## src/design/scbu_defines.svh

```systemverilog
// constants for the signed compare branch unit
// assumes lsb numbering of the instruction word, opcode in bits 31:26
`ifndef SCBU_DEFINES_SVH
`define SCBU_DEFINES_SVH
// ----------------------------------------
// instruction fields and constants, lsb numbering
// ----------------------------------------
`define SCBU_OPC_HI      31
`define SCBU_OPC_LO      26
`define SCBU_OPC_REG     6'h27
`define SCBU_OPC_IMM     6'h2f
`define SCBU_OPC_PREFIX  6'h2c
`define SCBU_DLY_BIT     25
`define SCBU_COND_HI     24
`define SCBU_COND_LO     21
`define SCBU_COND_LT     4'h2
`define SCBU_COND_LE     4'h3
`define SCBU_COND_GT     4'h4
`define SCBU_RA_HI       20
`define SCBU_RA_LO       16
`define SCBU_IMM_HI      15
`define SCBU_IMM_LO      0
`define SCBU_PC_STEP     32'h0000_0004
`define SCBU_CYC_UNTAKEN 2'h1
`define SCBU_CYC_DELAY   2'h2
`define SCBU_CYC_NODELAY 2'h3
`define SCBU_PC_RESET    32'h0000_0000
`define SCBU_PREFIX_RESET 16'h0000
`define SCBU_LEFT_RESET  2'h0
`define SCBU_CYC_RESET   2'h0
`define SCBU_LEFT_DELAY  2'h1
`define SCBU_LEFT_NODELAY 2'h2
`endif

```

## src/design/scbu_pkg.sv

```systemverilog
// types for the signed compare branch unit
// assumes scbu_defines.svh is available on the include path
package scbu_pkg;
  typedef enum logic [1:0] {
    SCBU_C_NONE,
    SCBU_C_GT,
    SCBU_C_LE,
    SCBU_C_LT
  } scbu_cond_t;
  typedef enum logic [1:0] {
    SCBU_S_IDLE,
    SCBU_S_BUSY
  } scbu_state_t;
endpackage : scbu_pkg

```

## src/design/scbu_branch_unit.sv

```systemverilog
// branch resolution for signed compare-with-zero branches
// assumes operands and instruction valid on REF_CLK while INSTR_VALID is high
`timescale 1ns/1ps
`include "scbu_defines.svh"
module scbu_branch_unit (
  input  wire logic        REF_CLK,
  input  wire logic        RST_N,
  input  wire logic        INSTR_VALID,
  input  wire logic [31:0] INSTR,
  input  wire logic [31:0] PC,
  input  wire logic [31:0] TESTED_SOURCE_REG,
  input  wire logic [31:0] OFFSET_SOURCE_REG,
  output logic             IS_BRANCH,
  output logic             STALL,
  output logic             BRANCH_DONE,
  output logic             TAKEN,
  output logic             DELAY_SLOT,
  output logic [31:0]      NEXT_PC,
  output logic [1:0]       CYCLES
);
  import scbu_pkg::*;

  // ----------------------------------------
  // helper functions
  // ----------------------------------------
  function automatic scbu_cond_t dec_cond(input logic [3:0] code);
    case (code)
      `SCBU_COND_GT: dec_cond = SCBU_C_GT;
      `SCBU_COND_LE: dec_cond = SCBU_C_LE;
      `SCBU_COND_LT: dec_cond = SCBU_C_LT;
      default:       dec_cond = SCBU_C_NONE;
    endcase
  endfunction : dec_cond

  function automatic logic eval_cond(input scbu_cond_t         c,
                                     input logic signed [31:0] v);
    case (c)
      SCBU_C_GT: eval_cond = (v > 32'sh0);
      SCBU_C_LE: eval_cond = (v <= 32'sh0);
      SCBU_C_LT: eval_cond = (v < 32'sh0);
      default:   eval_cond = 1'b0;
    endcase
  endfunction : eval_cond

  function automatic logic [31:0] pc_add(input logic [31:0] base,
                                         input logic [31:0] step);
    pc_add = base + step;
  endfunction : pc_add

  function automatic logic [1:0] busy_len(input logic dly);
    busy_len = dly ? `SCBU_LEFT_DELAY : `SCBU_LEFT_NODELAY;
  endfunction : busy_len

  // ----------------------------------------
  // decode
  // ----------------------------------------
  scbu_state_t        state_q;
  scbu_state_t        state_d;
  logic [5:0]         opc;
  logic               is_reg;
  logic               is_imm;
  logic               is_prefix;
  logic               is_branch;
  logic               accept;
  scbu_cond_t         cond;
  logic               cond_true;
  logic signed [31:0] tested_s;
  logic [31:0]        imm_op;
  logic [31:0]        offset;

  logic               prefix_q;
  logic               prefix_d;
  logic [15:0]        prefix_hi_q;
  logic [15:0]        prefix_hi_d;

  always_comb begin
    opc       = INSTR[`SCBU_OPC_HI:`SCBU_OPC_LO];
    cond      = dec_cond(INSTR[`SCBU_COND_HI:`SCBU_COND_LO]);
    is_reg    = (opc == `SCBU_OPC_REG) && (cond != SCBU_C_NONE);
    is_imm    = (opc == `SCBU_OPC_IMM) && (cond != SCBU_C_NONE);
    is_prefix = (opc == `SCBU_OPC_PREFIX);
    is_branch = INSTR_VALID && (is_reg || is_imm);
    accept    = INSTR_VALID && (state_q == SCBU_S_IDLE);
  end

  // ----------------------------------------
  // condition and operand
  // ----------------------------------------
  always_comb begin
    tested_s  = TESTED_SOURCE_REG;
    cond_true = eval_cond(cond, tested_s);
    if (prefix_q) begin
      imm_op = {prefix_hi_q, INSTR[`SCBU_IMM_HI:`SCBU_IMM_LO]};
    end else begin
      imm_op = {{16{INSTR[`SCBU_IMM_HI]}},
                INSTR[`SCBU_IMM_HI:`SCBU_IMM_LO]};
    end
    offset = is_imm ? imm_op : OFFSET_SOURCE_REG;
  end

  // ----------------------------------------
  // prefix tracking
  // ----------------------------------------
  always_comb begin
    prefix_d    = prefix_q;
    prefix_hi_d = prefix_hi_q;
    if (accept) begin
      prefix_d = is_prefix;
      if (is_prefix) begin
        prefix_hi_d = INSTR[`SCBU_IMM_HI:`SCBU_IMM_LO];
      end
    end
  end

  // ----------------------------------------
  // prefix registers
  // ----------------------------------------
  always_ff @(posedge REF_CLK or negedge RST_N) begin
    if (!RST_N) begin
      prefix_q    <= 1'b0;
      prefix_hi_q <= `SCBU_PREFIX_RESET;
    end else begin
      prefix_q    <= prefix_d;
      prefix_hi_q <= prefix_hi_d;
    end
  end

  // ----------------------------------------
  // branch sequencing
  // ----------------------------------------
  logic [1:0]  left_q;
  logic [1:0]  left_d;
  logic        taken_q;
  logic        taken_d;
  logic        dly_q;
  logic        dly_d;
  logic [31:0] npc_q;
  logic [31:0] npc_d;
  logic [1:0]  cyc_q;
  logic [1:0]  cyc_d;
  logic        done_q;
  logic        done_d;
  logic        dly_bit;

  always_comb begin
    dly_bit = INSTR[`SCBU_DLY_BIT];
    state_d = state_q;
    left_d  = left_q;
    taken_d = taken_q;
    dly_d   = dly_q;
    npc_d   = npc_q;
    cyc_d   = cyc_q;
    done_d  = 1'b0;
    case (state_q)
      SCBU_S_IDLE: begin
        if (is_branch) begin
          taken_d = cond_true;
          dly_d   = cond_true && dly_bit;
          if (cond_true) begin
            npc_d = pc_add(PC, offset);
            if (dly_bit) begin
              cyc_d = `SCBU_CYC_DELAY;
            end else begin
              cyc_d = `SCBU_CYC_NODELAY;
            end
          end else begin
            npc_d = pc_add(PC, `SCBU_PC_STEP);
            cyc_d = `SCBU_CYC_UNTAKEN;
          end
          if (cond_true) begin
            left_d  = busy_len(dly_bit);
            state_d = SCBU_S_BUSY;
          end else begin
            done_d = 1'b1;
          end
        end
      end
      SCBU_S_BUSY: begin
        left_d = left_q - 2'h1;
        if (left_q == 2'h1) begin
          state_d = SCBU_S_IDLE;
          done_d  = 1'b1;
        end
      end
      default: state_d = SCBU_S_IDLE;
    endcase
  end

  // ----------------------------------------
  // sequencing registers
  // ----------------------------------------
  always_ff @(posedge REF_CLK or negedge RST_N) begin
    if (!RST_N) begin
      state_q <= SCBU_S_IDLE;
      left_q  <= `SCBU_LEFT_RESET;
      taken_q <= 1'b0;
      dly_q   <= 1'b0;
      npc_q   <= `SCBU_PC_RESET;
      cyc_q   <= `SCBU_CYC_RESET;
      done_q  <= 1'b0;
    end else begin
      state_q <= state_d;
      left_q  <= left_d;
      taken_q <= taken_d;
      dly_q   <= dly_d;
      npc_q   <= npc_d;
      cyc_q   <= cyc_d;
      done_q  <= done_d;
    end
  end

  // ----------------------------------------
  // handshake outputs
  // ----------------------------------------
  assign IS_BRANCH   = is_branch;
  assign STALL       = (state_q == SCBU_S_BUSY) ||
                       (is_branch && cond_true);

  // ----------------------------------------
  // result outputs
  // ----------------------------------------
  assign BRANCH_DONE = done_q;
  assign TAKEN       = taken_q;
  assign DELAY_SLOT  = dly_q;
  assign NEXT_PC     = npc_q;
  assign CYCLES      = cyc_q;
endmodule : scbu_branch_unit

```

## config.mk

```make
export PLATFORM = sky130hd
export DESIGN_NAME = scbu_branch_unit
export DESIGN_NICKNAME = d
export VERILOG_FILES = /design/src/design/scbu_pkg.sv /design/src/design/scbu_branch_unit.sv
export VERILOG_INCLUDE_DIRS = /design/src /design/src/design
export SDC_FILE = /design/constraint.sdc
export NUM_CORES = 1
export LEC_CHECK = 0
export ABC_AREA = 1
export BUFFER_PORTS_ARGS = -buffer_cell sky130_fd_sc_hd__buf_2
export CORE_AREA = 2 2 147 185
export CTS_CLUSTER_DIAMETER = 150
export CTS_CLUSTER_SIZE = 10
export DETAILED_ROUTE_END_ITERATION = 16
export DIE_AREA = 0 0 149 187
export HOLD_SLACK_MARGIN = 0.12
export PLACE_DENSITY = 0.5
export SLEW_MARGIN = 20
export SYNTH_ARGS = -nofsm -noshare
export SYNTH_HDL_FRONTEND = slang
export SYNTH_SLANG_ARGS = --single-unit
```

## constraint.sdc

```tcl
create_clock -name REF_CLK -period 2.8 [get_ports REF_CLK]
set_input_delay 0.42 -clock REF_CLK [delete_from_list [all_inputs] [get_ports REF_CLK]]
set_output_delay 0.42 -clock REF_CLK [all_outputs]
set_load 0.05 [all_outputs]
```

==> flow_summary_export.csv, run 1 <==
group,metric,value,unit
synthesis,netlist_instances,1159,
pwr,p_per_area,333,nW/um^2
finish,num-nets-final,1613,
job,max_cap_viol_count,0,
grt,use_met2,32.4,%
die,floorplan.rows,67,
synthesis,synth-seq-cells,56,
placed_design,place_hpwl,22700,um
finish,layout-drive-gt1-share,33.0,%
critical_path,crit_required,3020,ps
critical_path,path_buf_inv,4,
timing,setup_viol,0,
clock_tree,cts_tree,"built",
synthesis,yosysUniqueCellTypes,35,
finish,utilization,36.8,%
drt,viasPerCell,4.48,
grt,grt_use_met1,24.7,%
drt,wl_per_cell,15.3,um
finish,final_common_cell,"nand2_1",
synthesis,seq_area_frac_synth,21.6,%
timing,fmax,372,MHz
critical_path,crit_path_cell_trace,"buf_2 -> nor2_4 -> nand2_2 -> nor2_4 -> nand2_4 -> clkbuf_16 -> o21ai_1 -> ha_1 -> buf_4 -> nand2_1 -> nand2_1 -> buf_4 -> nand2_1 -> nand2_2 -> a21oi_2 -> nand2_2 -> nand2_1 -> nand2_1 -> nand2_1 -> nand3_1 -> nand2_1 -> nand2_1",
finish,final_cell_mix,"nand2_1 (448), inv_1 (172), buf_2 (164)",
drt,wirelength,27400,um
hold_path,hold_path_class,"in -> async",
critical_path,timing.rr.end,"NEXT_PC[25]",
grt,busiest_layer,"met2",
timing,fin_crit,2690,ps
run_status,status,"finished clean",
critical_path,criticalPathCategory,"in -> reg",
synthesis,synth_largest_area_cell,"nand2_1",
clock_tree,clock-sinks,56,
die,initial_core_util,24.6,%
clock_tree,clk_latency,320,ps
critical_path,critPathLaunch,"INSTR[30]",
drt,firstDrtPassIters,7,
critical_path,critical_path.most_common_cell,"nand2_1",
critical_path,arrival,2900,ps
timing,fin_ws,112,ps
drt,vias,8026,
critical_path,cpPeakStageDelay,320,ps
die,dieWidth,149,um
grt,grt_pass1_wl,41600,um
synthesis,synth_nets,1327,
critical_path,cp_max_fo,11,
critical_path,cp-start-kind,"primary input",
critical_path,slowest_stage,"ha_1",
critical_path,path_depth,22,
timing,hold_viol_final,0,
clock_tree,clockRootBuffer,"clkbuf_16",
timing,report.final.slew_viol_count,0,
critical_path,crit_family,"simple AND/OR/NAND/NOR gates",
timing,worst_pin_slew,749,ps
clock_tree,cts-root-to-sink-buffers,2,
die,core_area,26300,um^2
finish,fillCellCount,2939,
grt,grt_use_met3,2.44,%
critical_path,endpoint_kind,"flip-flop",
pwr,power.total,3.22,mW
finish,syn2layout_area_growth,49.5,%
finish,antennaDiodeCount,0,
drt,first_iter_violations,535,
critical_path,r2r.worst_path.cells,15,
drt,antenna_left,0,
synthesis,syn_area,6480,um^2
critical_path,r2r_start,"prefix_q",
critical_path,crit_end,"NEXT_PC[31]",
die,fp.dieArea,27900,um^2
placed_design,gp_congestion,0.949,
pwr,ir_drop,0.234,mV
drt,drc,0,
placed_design,port_buffers,164,
clock_tree,cts-buffers-inserted,5,
synthesis,ys_warn_count,0,
die,die_y,187,um
timing,fin_crit_sh,96.0,%
synthesis,ys_top_cells_by_area,"nand2_1 (29%), dfrtp_1 (22%), inv_1 (10%)",
grt,grt_max_degree,34,
critical_path,r2r_slack,260,ps
pwr,leakagePower,5.43,nW
clock_tree,htreeDepth,2,
synthesis,synth.top_cell.area_share,28.6,%
grt,gr-usage-all-layers,19.4,%
clock_tree,clk_pin_slew_worst_paths,90,ps
grt,grt_pass1_vias,7766,
grt,grt_antenna_before_repair,1,
die,io_pins,170,
grt,grt_overflow,0,
timing,fin_worst_skew,7.81,ps
synthesis,avgSynthCellArea,5.59,um^2
timing,rsz0062_at_grt,"yes",
placed_design,place_ws,-412,ps
timing,slew_headroom,50.1,%
==> repair_timing <==
item / in CTS / in global routing
pin swaps: 0 / 39
gates cloned: 0 / 3
buffers inserted: 0 / 4
endpoints found under the setup margin: 8 / 28
gates resized for setup: 6 / 176
hold buffers: 0 / 0
==> sequential cells by signal, indices dropped and copies added, names as in the netlist <==
signal,count
NEXT_PC,32
prefix_q,1
TAKEN,1
state_q,1
left_q,2
BRANCH_DONE,1
prefix_hi_q,16
CYCLES,1
DELAY_SLOT,1
==> per-layer routing <==
layer | vias up | share of wire (%)
met1 | 3563 | 43
met4 | 2 | 4.6
met3 | 49 | 5.0
met5 | - | 0.040
met2 | 272 | 47
li1 | 4140 | -
==> report_power, final <==
group          total [mW]  switching (mW)  internal, mW
sequential          0.935          0.0466         0.888
combinational        1.55           0.923         0.629
clock               0.736           0.388         0.348
==> cells in the mapped netlist <==
master	count
inv_1	176
o21ai_0	38
nor4_1	1
nor2_4	3
nor2_2	3
a21o_1	1
nand3b_1	6
and2_1	3
o211ai_1	1
and3_1	1
ha_1	36
fa_1	1
nand3_1	75
nand2_2	3
clkbuf_1	12
a21oi_2	5
o31ai_1	15
clkinv_1	1
o21bai_1	1
nor3b_2	1
inv_2	3
buf_4	2
dfrtp_1	56
o21a_1	2
nand2_1	493
nand4_1	7
xnor2_1	18
a21oi_1	34
buf_2	6
buf_6	4
nor2_1	127
xor2_1	14
nor3_1	8
nor3_2	1
o21ai_1	1
==> through the flow <==
stage | instances | TNS (ps) | hold slack (ps) | area (um^2)
4_1_cts | 1784 | -93.0 | 186 | 8840
2_1_floorplan | 1159 | 0 | 124 | 6480
3_3_place_gp | 1776 | -7910 | 461 | 8650
3_5_place_dp | 1776 | -8370 | 461 | 8650
5_1_grt | 1791 | -189 | 203 | 9680
6_report | 1791 | 0 | 164 | 9680
==> logic make-up (layout without fill, tap and decap cells) <==
family | Yosys count | count (layout) | synth area share, %
and+or+nand+nor | 732 | 732 | 45.6
AOI/OAI and AO/OA | 98 | 98 | 8.63
adders and majority gates | 37 | 37 | 7.26
buffers and inverters | 204 | 491 | 12.5
xor gates and xnor gates | 32 | 32 | 4.33
DFF | 56 | 56 | 21.6
==> layout make-up <==
class	instances	area, um^2	area share [%]
clock buffer	5	125	1.29
clock inverter	3	33.8	0.349
inverter	180	676	6.98
multi-input combinational	899	5020	51.9
sequential	56	1400	14.5
tap	345	432	4.46
timing repair buffer	303	1990	20.6
==> worst min-delay path by stage <==
| stage | end |
|---|---|
| after global placement | NEXT_PC[25] |
| after detailed placement | NEXT_PC[28] |
| after global routing | NEXT_PC[6] |
| after floorplan | BRANCH_DONE |
| after CTS | NEXT_PC[11] |
| final | NEXT_PC[27] |
Note: power is estimated with default switching activity, not from simulation.
==> inputs of run 2 (changes only) <==
- RECOVER_POWER: unset -> 100
- REMOVE_ABC_BUFFERS: unset -> 1
==> run 2 against run 1 <==
  * Clock power rose by 20%
  * Routed wire length rose by 0.42%
  * Largest power group unchanged
  * Critical endpoint is now NEXT_PC[29]
  * Global-route usage is 0.38 points lower
  * Die area stayed put
==> flow_summary_export.csv, run 2 (synthesized netlist as in run 1, its figures left out) <==
group,metric,value,unit
hold_path,hold_path_class,"in -> reg",
clock_tree,cts_tree,"built",
clock_tree,clock-sinks,56,
clock_tree,htreeDepth,2,
pwr,p_per_area,353,nW/um^2
pwr,power.total,3.24,mW
clock_tree,clk_pin_slew_worst_paths,90,ps
critical_path,arrival,2870,ps
finish,largest_reg_flops,32,
drt,drc,0,
timing,fin_crit,2650,ps
clock_tree,cts-root-to-sink-buffers,2,
placed_design,place_inst,1741,
timing,worst_pin_slew,1380,ps
job,max_cap_viol_count,0,
drt,antenna_left,0,
drt,wl_per_cell,15.6,um
pwr,ir_drop,0.278,mV
die,dieWidth,149,um
timing,tns,0,ps
critical_path,criticalPathCategory,"in -> reg",
drt,viasPerCell,4.48,
placed_design,place_hpwl,22500,um
critical_path,cp-start-kind,"primary input",
finish,final_common_cell,"nand2_1",
die,fp.dieArea,27900,um^2
timing,hold_viol_final,0,
die,initial_core_util,24.6,%
timing,fmax,377,MHz
drt,vias,7888,
finish,syn2layout_area_growth,41.5,%
finish,final_cell_mix,"nand2_1 (451), inv_1 (173), buf_2 (124)",
timing,hold_slack,353,ps
drt,wirelength,27500,um
timing,fin_crit_sh,94.7,%
run_status,status,"finished clean",
hold_path,hp-start,"PC[0]",
drt,firstDrtPassIters,5,
finish,antennaDiodeCount,0,
timing,report.final.slew_viol_count,0,
critical_path,r2r_start,"prefix_q",
grt,grt_overflow,0,
grt,grt_pass1_wl,40500,um
die,die_y,187,um
critical_path,cp_max_fo,10,
timing,slew_headroom,7.98,%
timing,fin_worst_skew,12.3,ps
finish,utilization,34.8,%
grt,gr-usage-all-layers,19.0,%
critical_path,endpoint_kind,"flip-flop",
die,floorplan.rows,67,
grt,grt_pass1_vias,7481,
clock_tree,clockRootBuffer,"clkbuf_16",
placed_design,gp_congestion,0.987,
finish,layout-drive-gt1-share,26.1,%
finish,num-nets-final,1582,
die,core_area,26300,um^2
finish,fillCellCount,2991,
critical_path,crit_required,3020,ps
timing,setup_viol,0,
pwr,leakagePower,5.09,nW
critical_path,critPathLaunch,"INSTR[31]",
grt,grt_antenna_before_repair,0,
grt,grt_max_degree,39,
die,io_pins,170,
clock_tree,cts-buffers-inserted,5,
finish,finalNonFillerCells,1760,
clock_tree,clk_latency,320,ps
drt,first_iter_violations,444,
placed_design,port_buffers,164,
-- run 2: cell count changes in the layout (fill, tap and decap cells not counted), moves of 6 or more --
cell and delta:
clkbuf_1 +42, nand3_2 -6, ha_4 -9, o31ai_1 +11
buf_4 -38, o31ai_2 -10, ha_1 +7, buf_2 -40
-- run 2: critical path, stage by stage --
cell and delay [ps]:
buf_2 80, inv_2 40, nor2_4 100, nand2_2 90, nor2_4 140, nand2_4 120, buf_12 150, clkbuf_16 160
o21ai_2 200, ha_4 250, nand2_1 80, nand2_1 90, nand2_1 70, nand2_1 100, a21oi_1 240, nand2_2 130
nand2_1 120, nand2_1 60, nand2_1 50, nand3_1 60, nand2_1 80, nand2_1 50
-- run 2: worst paths after layout --
check | endpoint | cells past startpoint | slack [ps]
min | NEXT_PC[0] | 3 | 350
min in group asynchronous | NEXT_PC[0] | 2 | 650
min reg2reg | NEXT_PC[26] | 2 | 480
max reg2reg | NEXT_PC[31] | 16 | 290
max in group asynchronous | NEXT_PC[14] | 3 | 760
max | NEXT_PC[29] | 22 | 150
-- run 2: final cells by class --
type	count	area (um^2)	share of cell area, %
multi-input cells	899	4790	52.2
repair buffers	272	1680	18.3
clock buffers	5	125	1.36
flip-flops and latches	56	1400	15.3
clock inverters	3	68.8	0.751
well taps	345	432	4.71
inverters	180	676	7.37
-- run 2: what timing repair did --
action / 4_1_cts / 5_1_grt
cloned: 0 / 3
buffers inserted: 0 / 8
resized for setup: 6 / 144
hold buffers: 1 / 0
setup endpoints to repair: 7 / 26
pin swaps: 0 / 29
endpoints found under the hold margin: 10 / 0
-- run 2: report_power, final --
group	internal, mW	switching [mW]	total [mW]
combinational	0.534	0.885	1.42
sequential	0.888	0.0472	0.936
clock	0.518	0.363	0.881
-- run 2: metrics by stage --
stage | setup slack (ps) | area [um^2]
after detailed placement | -463 | 8380
final | 148 | 9170
after global routing | -62.9 | 9170
after global placement | -383 | 8380
after floorplan | -738 | 6340
after CTS | 1.36 | 8590
-- run 2: routing by layer --
metal | track usage (%) | vias to the layer above | wire length [um]
met5 | 0 | - | 0
met2 | 34.3 | 194 | 14000
met1 | 22.9 | 3584 | 11500
met3 | 2.20 | 36 | 1030
met4 | 7.29 | 0 | 1010
li1 | - | 4074 | -
==> inputs of run 3 (changes only) <==
- CORE_AREA: 2 2 147 185 -> 2 2 101 127
- DIE_AREA: 0 0 149 187 -> 0 0 103 129
- PLACE_DENSITY: 0.5 -> 0.87
==> run 3 against run 2 <==
  * Total power down 3.0%
  * Critical path depth is 1 lower
  * Highest routed layer unchanged
  * Via count increased by 5.3%
  * Critical path type unchanged
  * Non-clock buffer count rose by 5
  * Critical endpoint is now NEXT_PC[28]
  * Cell area shrank 2.0%
  * Die area decreased by 52%
==> flow_summary_export.csv, run 3 (synthesized netlist as in run 1, its figures left out) <==
group,metric,value,unit
critical_path,r2r_start,"prefix_q",
grt,grt_max_degree,57,
timing,setup_viol,0,
drt,wl_per_cell,15.6,um
clock_tree,htreeDepth,2,
drt,firstDrtPassIters,6,
grt,gr-usage-all-layers,34.5,%
hold_path,hp-start,"PC[0]",
drt,drc,0,
critical_path,endpoint_kind,"flip-flop",
critical_path,r2r.worst_path.cells,17,
grt,grt_pass1_wl,35200,um
critical_path,crit_path_cell_trace,"buf_2 -> inv_1 -> nor2_4 -> nand2_2 -> nor2_4 -> nand2_8 -> buf_12 -> nand2_1 -> o21ai_0 -> buf_4 -> ha_4 -> nand2_1 -> nor2_2 -> nand3_1 -> nand3_1 -> buf_4 -> nand3_2 -> nand3_1 -> nand3_1 -> nand2_1 -> nand2_1",
finish,final_common_cell,"nand2_1",
clock_tree,cts-root-to-sink-buffers,2,
timing,fmax,360,MHz
timing,hold_slack,351,ps
finish,largest_reg_flops,32,
clock_tree,cts_tree,"built",
timing,fin_crit_sh,99.2,%
clock_tree,clk_pin_slew_worst_paths,80,ps
placed_design,dpl-instance-area,8150,um^2
critical_path,crit_required,3010,ps
drt,first_iter_violations,609,
hold_path,min_to,"NEXT_PC[0]",
die,floorplan.rows,45,
finish,syn2layout_area_growth,38.7,%
pwr,p_clk_share,24.5,%
pwr,p_sw_share,40.7,%
pwr,ir_drop,0.373,mV
critical_path,cpPeakStageDelay,280,ps
critical_path,r2r_slack,220,ps
die,dieWidth,103,um
finish,num-nets-final,1588,
job,max_cap_viol_count,0,
clock_tree,clockRootBuffer,"clkbuf_16",
timing,worst_pin_slew,1470,ps
placed_design,port_buffers,164,
pwr,pwr-share-comb,45.7,%
run_status,status,"finished clean",
timing,fin_crit,2780,ps
finish,antennaDiodeCount,0,
finish,layout-drive-gt1-share,27.8,%
drt,viasPerCell,5.24,
placed_design,gp_congestion,1.01,
placed_design,place_hpwl,18900,um
critical_path,arrival,2990,ps
die,fp.dieArea,13300,um^2
die,initial_core_util,53.8,%
drt,vias,8310,
clock_tree,clock-sinks,56,
hold_path,hold_depth,3,
timing,hold_viol_final,0,
die,io_pins,170,
critical_path,crit_family,"simple AND/OR/NAND/NOR gates",
critical_path,path_depth,21,
critical_path,path_buf_inv,5,
grt,grt_antenna_before_repair,0,
clock_tree,clk_latency,310,ps
critical_path,timing.rr.end,"NEXT_PC[30]",
die,die_y,129,um
clock_tree,cts-buffers-inserted,5,
timing,fin_worst_skew,9.88,ps
die,core_area,12000,um^2
hold_path,hold_path_class,"in -> reg",
critical_path,cp_max_fo,18,
critical_path,cp-start-kind,"primary input",
drt,wirelength,24800,um
pwr,power_frac_seq,29.8,%
critical_path,slowest_stage,"ha_4",
critical_path,criticalPathCategory,"in -> reg",
timing,rsz0062_at_grt,"yes",
pwr,leakagePower,5.14,nW
drt,antenna_left,0,
pwr,netSwitchingPower,1.28,mW
pwr,p_per_area,350,nW/um^2
finish,final_cell_mix,"nand2_1 (442), inv_1 (171), buf_2 (126)",
grt,grt_pass1_vias,7297,
pwr,power.internal,1.86,mW
finish,final_area,8980,um^2
timing,slew_headroom,1.78,%
clock_tree,cts_hold_buffers,0,
timing,report.final.slew_viol_count,0,
grt,grt_overflow,0,
run 3: cell count changes in the layout (fill, tap and decap cells not counted), sizes merged:
| cell | previous run | this run |
|---|---|---|
| clkinv | 1 | 2 |
| dlygate4sd3 | 1 | 0 |
| bufinv | 2 | 1 |
| buf | 222 | 234 |
| clkbuf | 54 | 48 |
| nand2 | 496 | 497 |
run 3: worst max-delay path by stage:
| stage | endpoint | from |
|---|---|---|
| after floorplan | NEXT_PC[30] | INSTR[31] |
| after global placement | NEXT_PC[23] | INSTR[30] |
| after detailed placement | NEXT_PC[31] | INSTR[30] |
| after CTS | NEXT_PC[30] | INSTR[26] |
| after global routing | NEXT_PC[21] | INSTR[31] |
| final | NEXT_PC[28] | INSTR[31] |
run 3: repair_timing:
item                                    in CTS  in global routing
pin swaps                                    0                 39
resized for setup                            4                160
endpoints found under the setup margin      14                 26
setup buffers                                0                 10
gates cloned                                 0                  4
run 3: power by group through the flow:
stage                     Combinational (mW)  Sequential (mW)  Clock, mW
after floorplan                        0.603             1.08          0
after global placement                  1.25            0.946          0
after detailed placement                1.27            0.947          0
after CTS                               1.28            0.933      0.769
after global routing                    1.56            0.947      0.806
final                                   1.43            0.937      0.769
run 3: worst min-delay path, cell delays in order:
cell and delay (ps):
buf_2 90, nand2_1 50, nand3_1 60
run 3: through the flow:
stage	util (%)	setup WS, ps	std cells	setup TNS, ps	total power [mW]
detailed placement	67.6	-399	1563	-8110	2.21
CTS	69.1	44.0	1571	0	2.98
global placement	67.6	-337	1563	-6540	2.19
finish	74.6	22.1	1585	0	3.14
floorplan	-	-738	1135	-14120	1.69
global route	74.6	-186	1585	-2090	3.31
run 3: layout make-up:
class / instances / area, um^2
clock buffer: 5 / 125
clock inverter: 3 / 46.3
fill: 1080 / 3070
inverter: 180 / 676
multi-input combinational: 900 / 4850
sequential: 56 / 1400
tap: 164 / 205
timing repair buffer: 277 / 1680
run 3: per-layer routing:
layer,vias up,part of all wire (%),global-route usage [%]
li1,4087,-,-
met1,3714,38,42.1
met2,413,50,62.3
met3,96,6.4,2.88
met4,0,5.7,13.2
met5,-,0,0
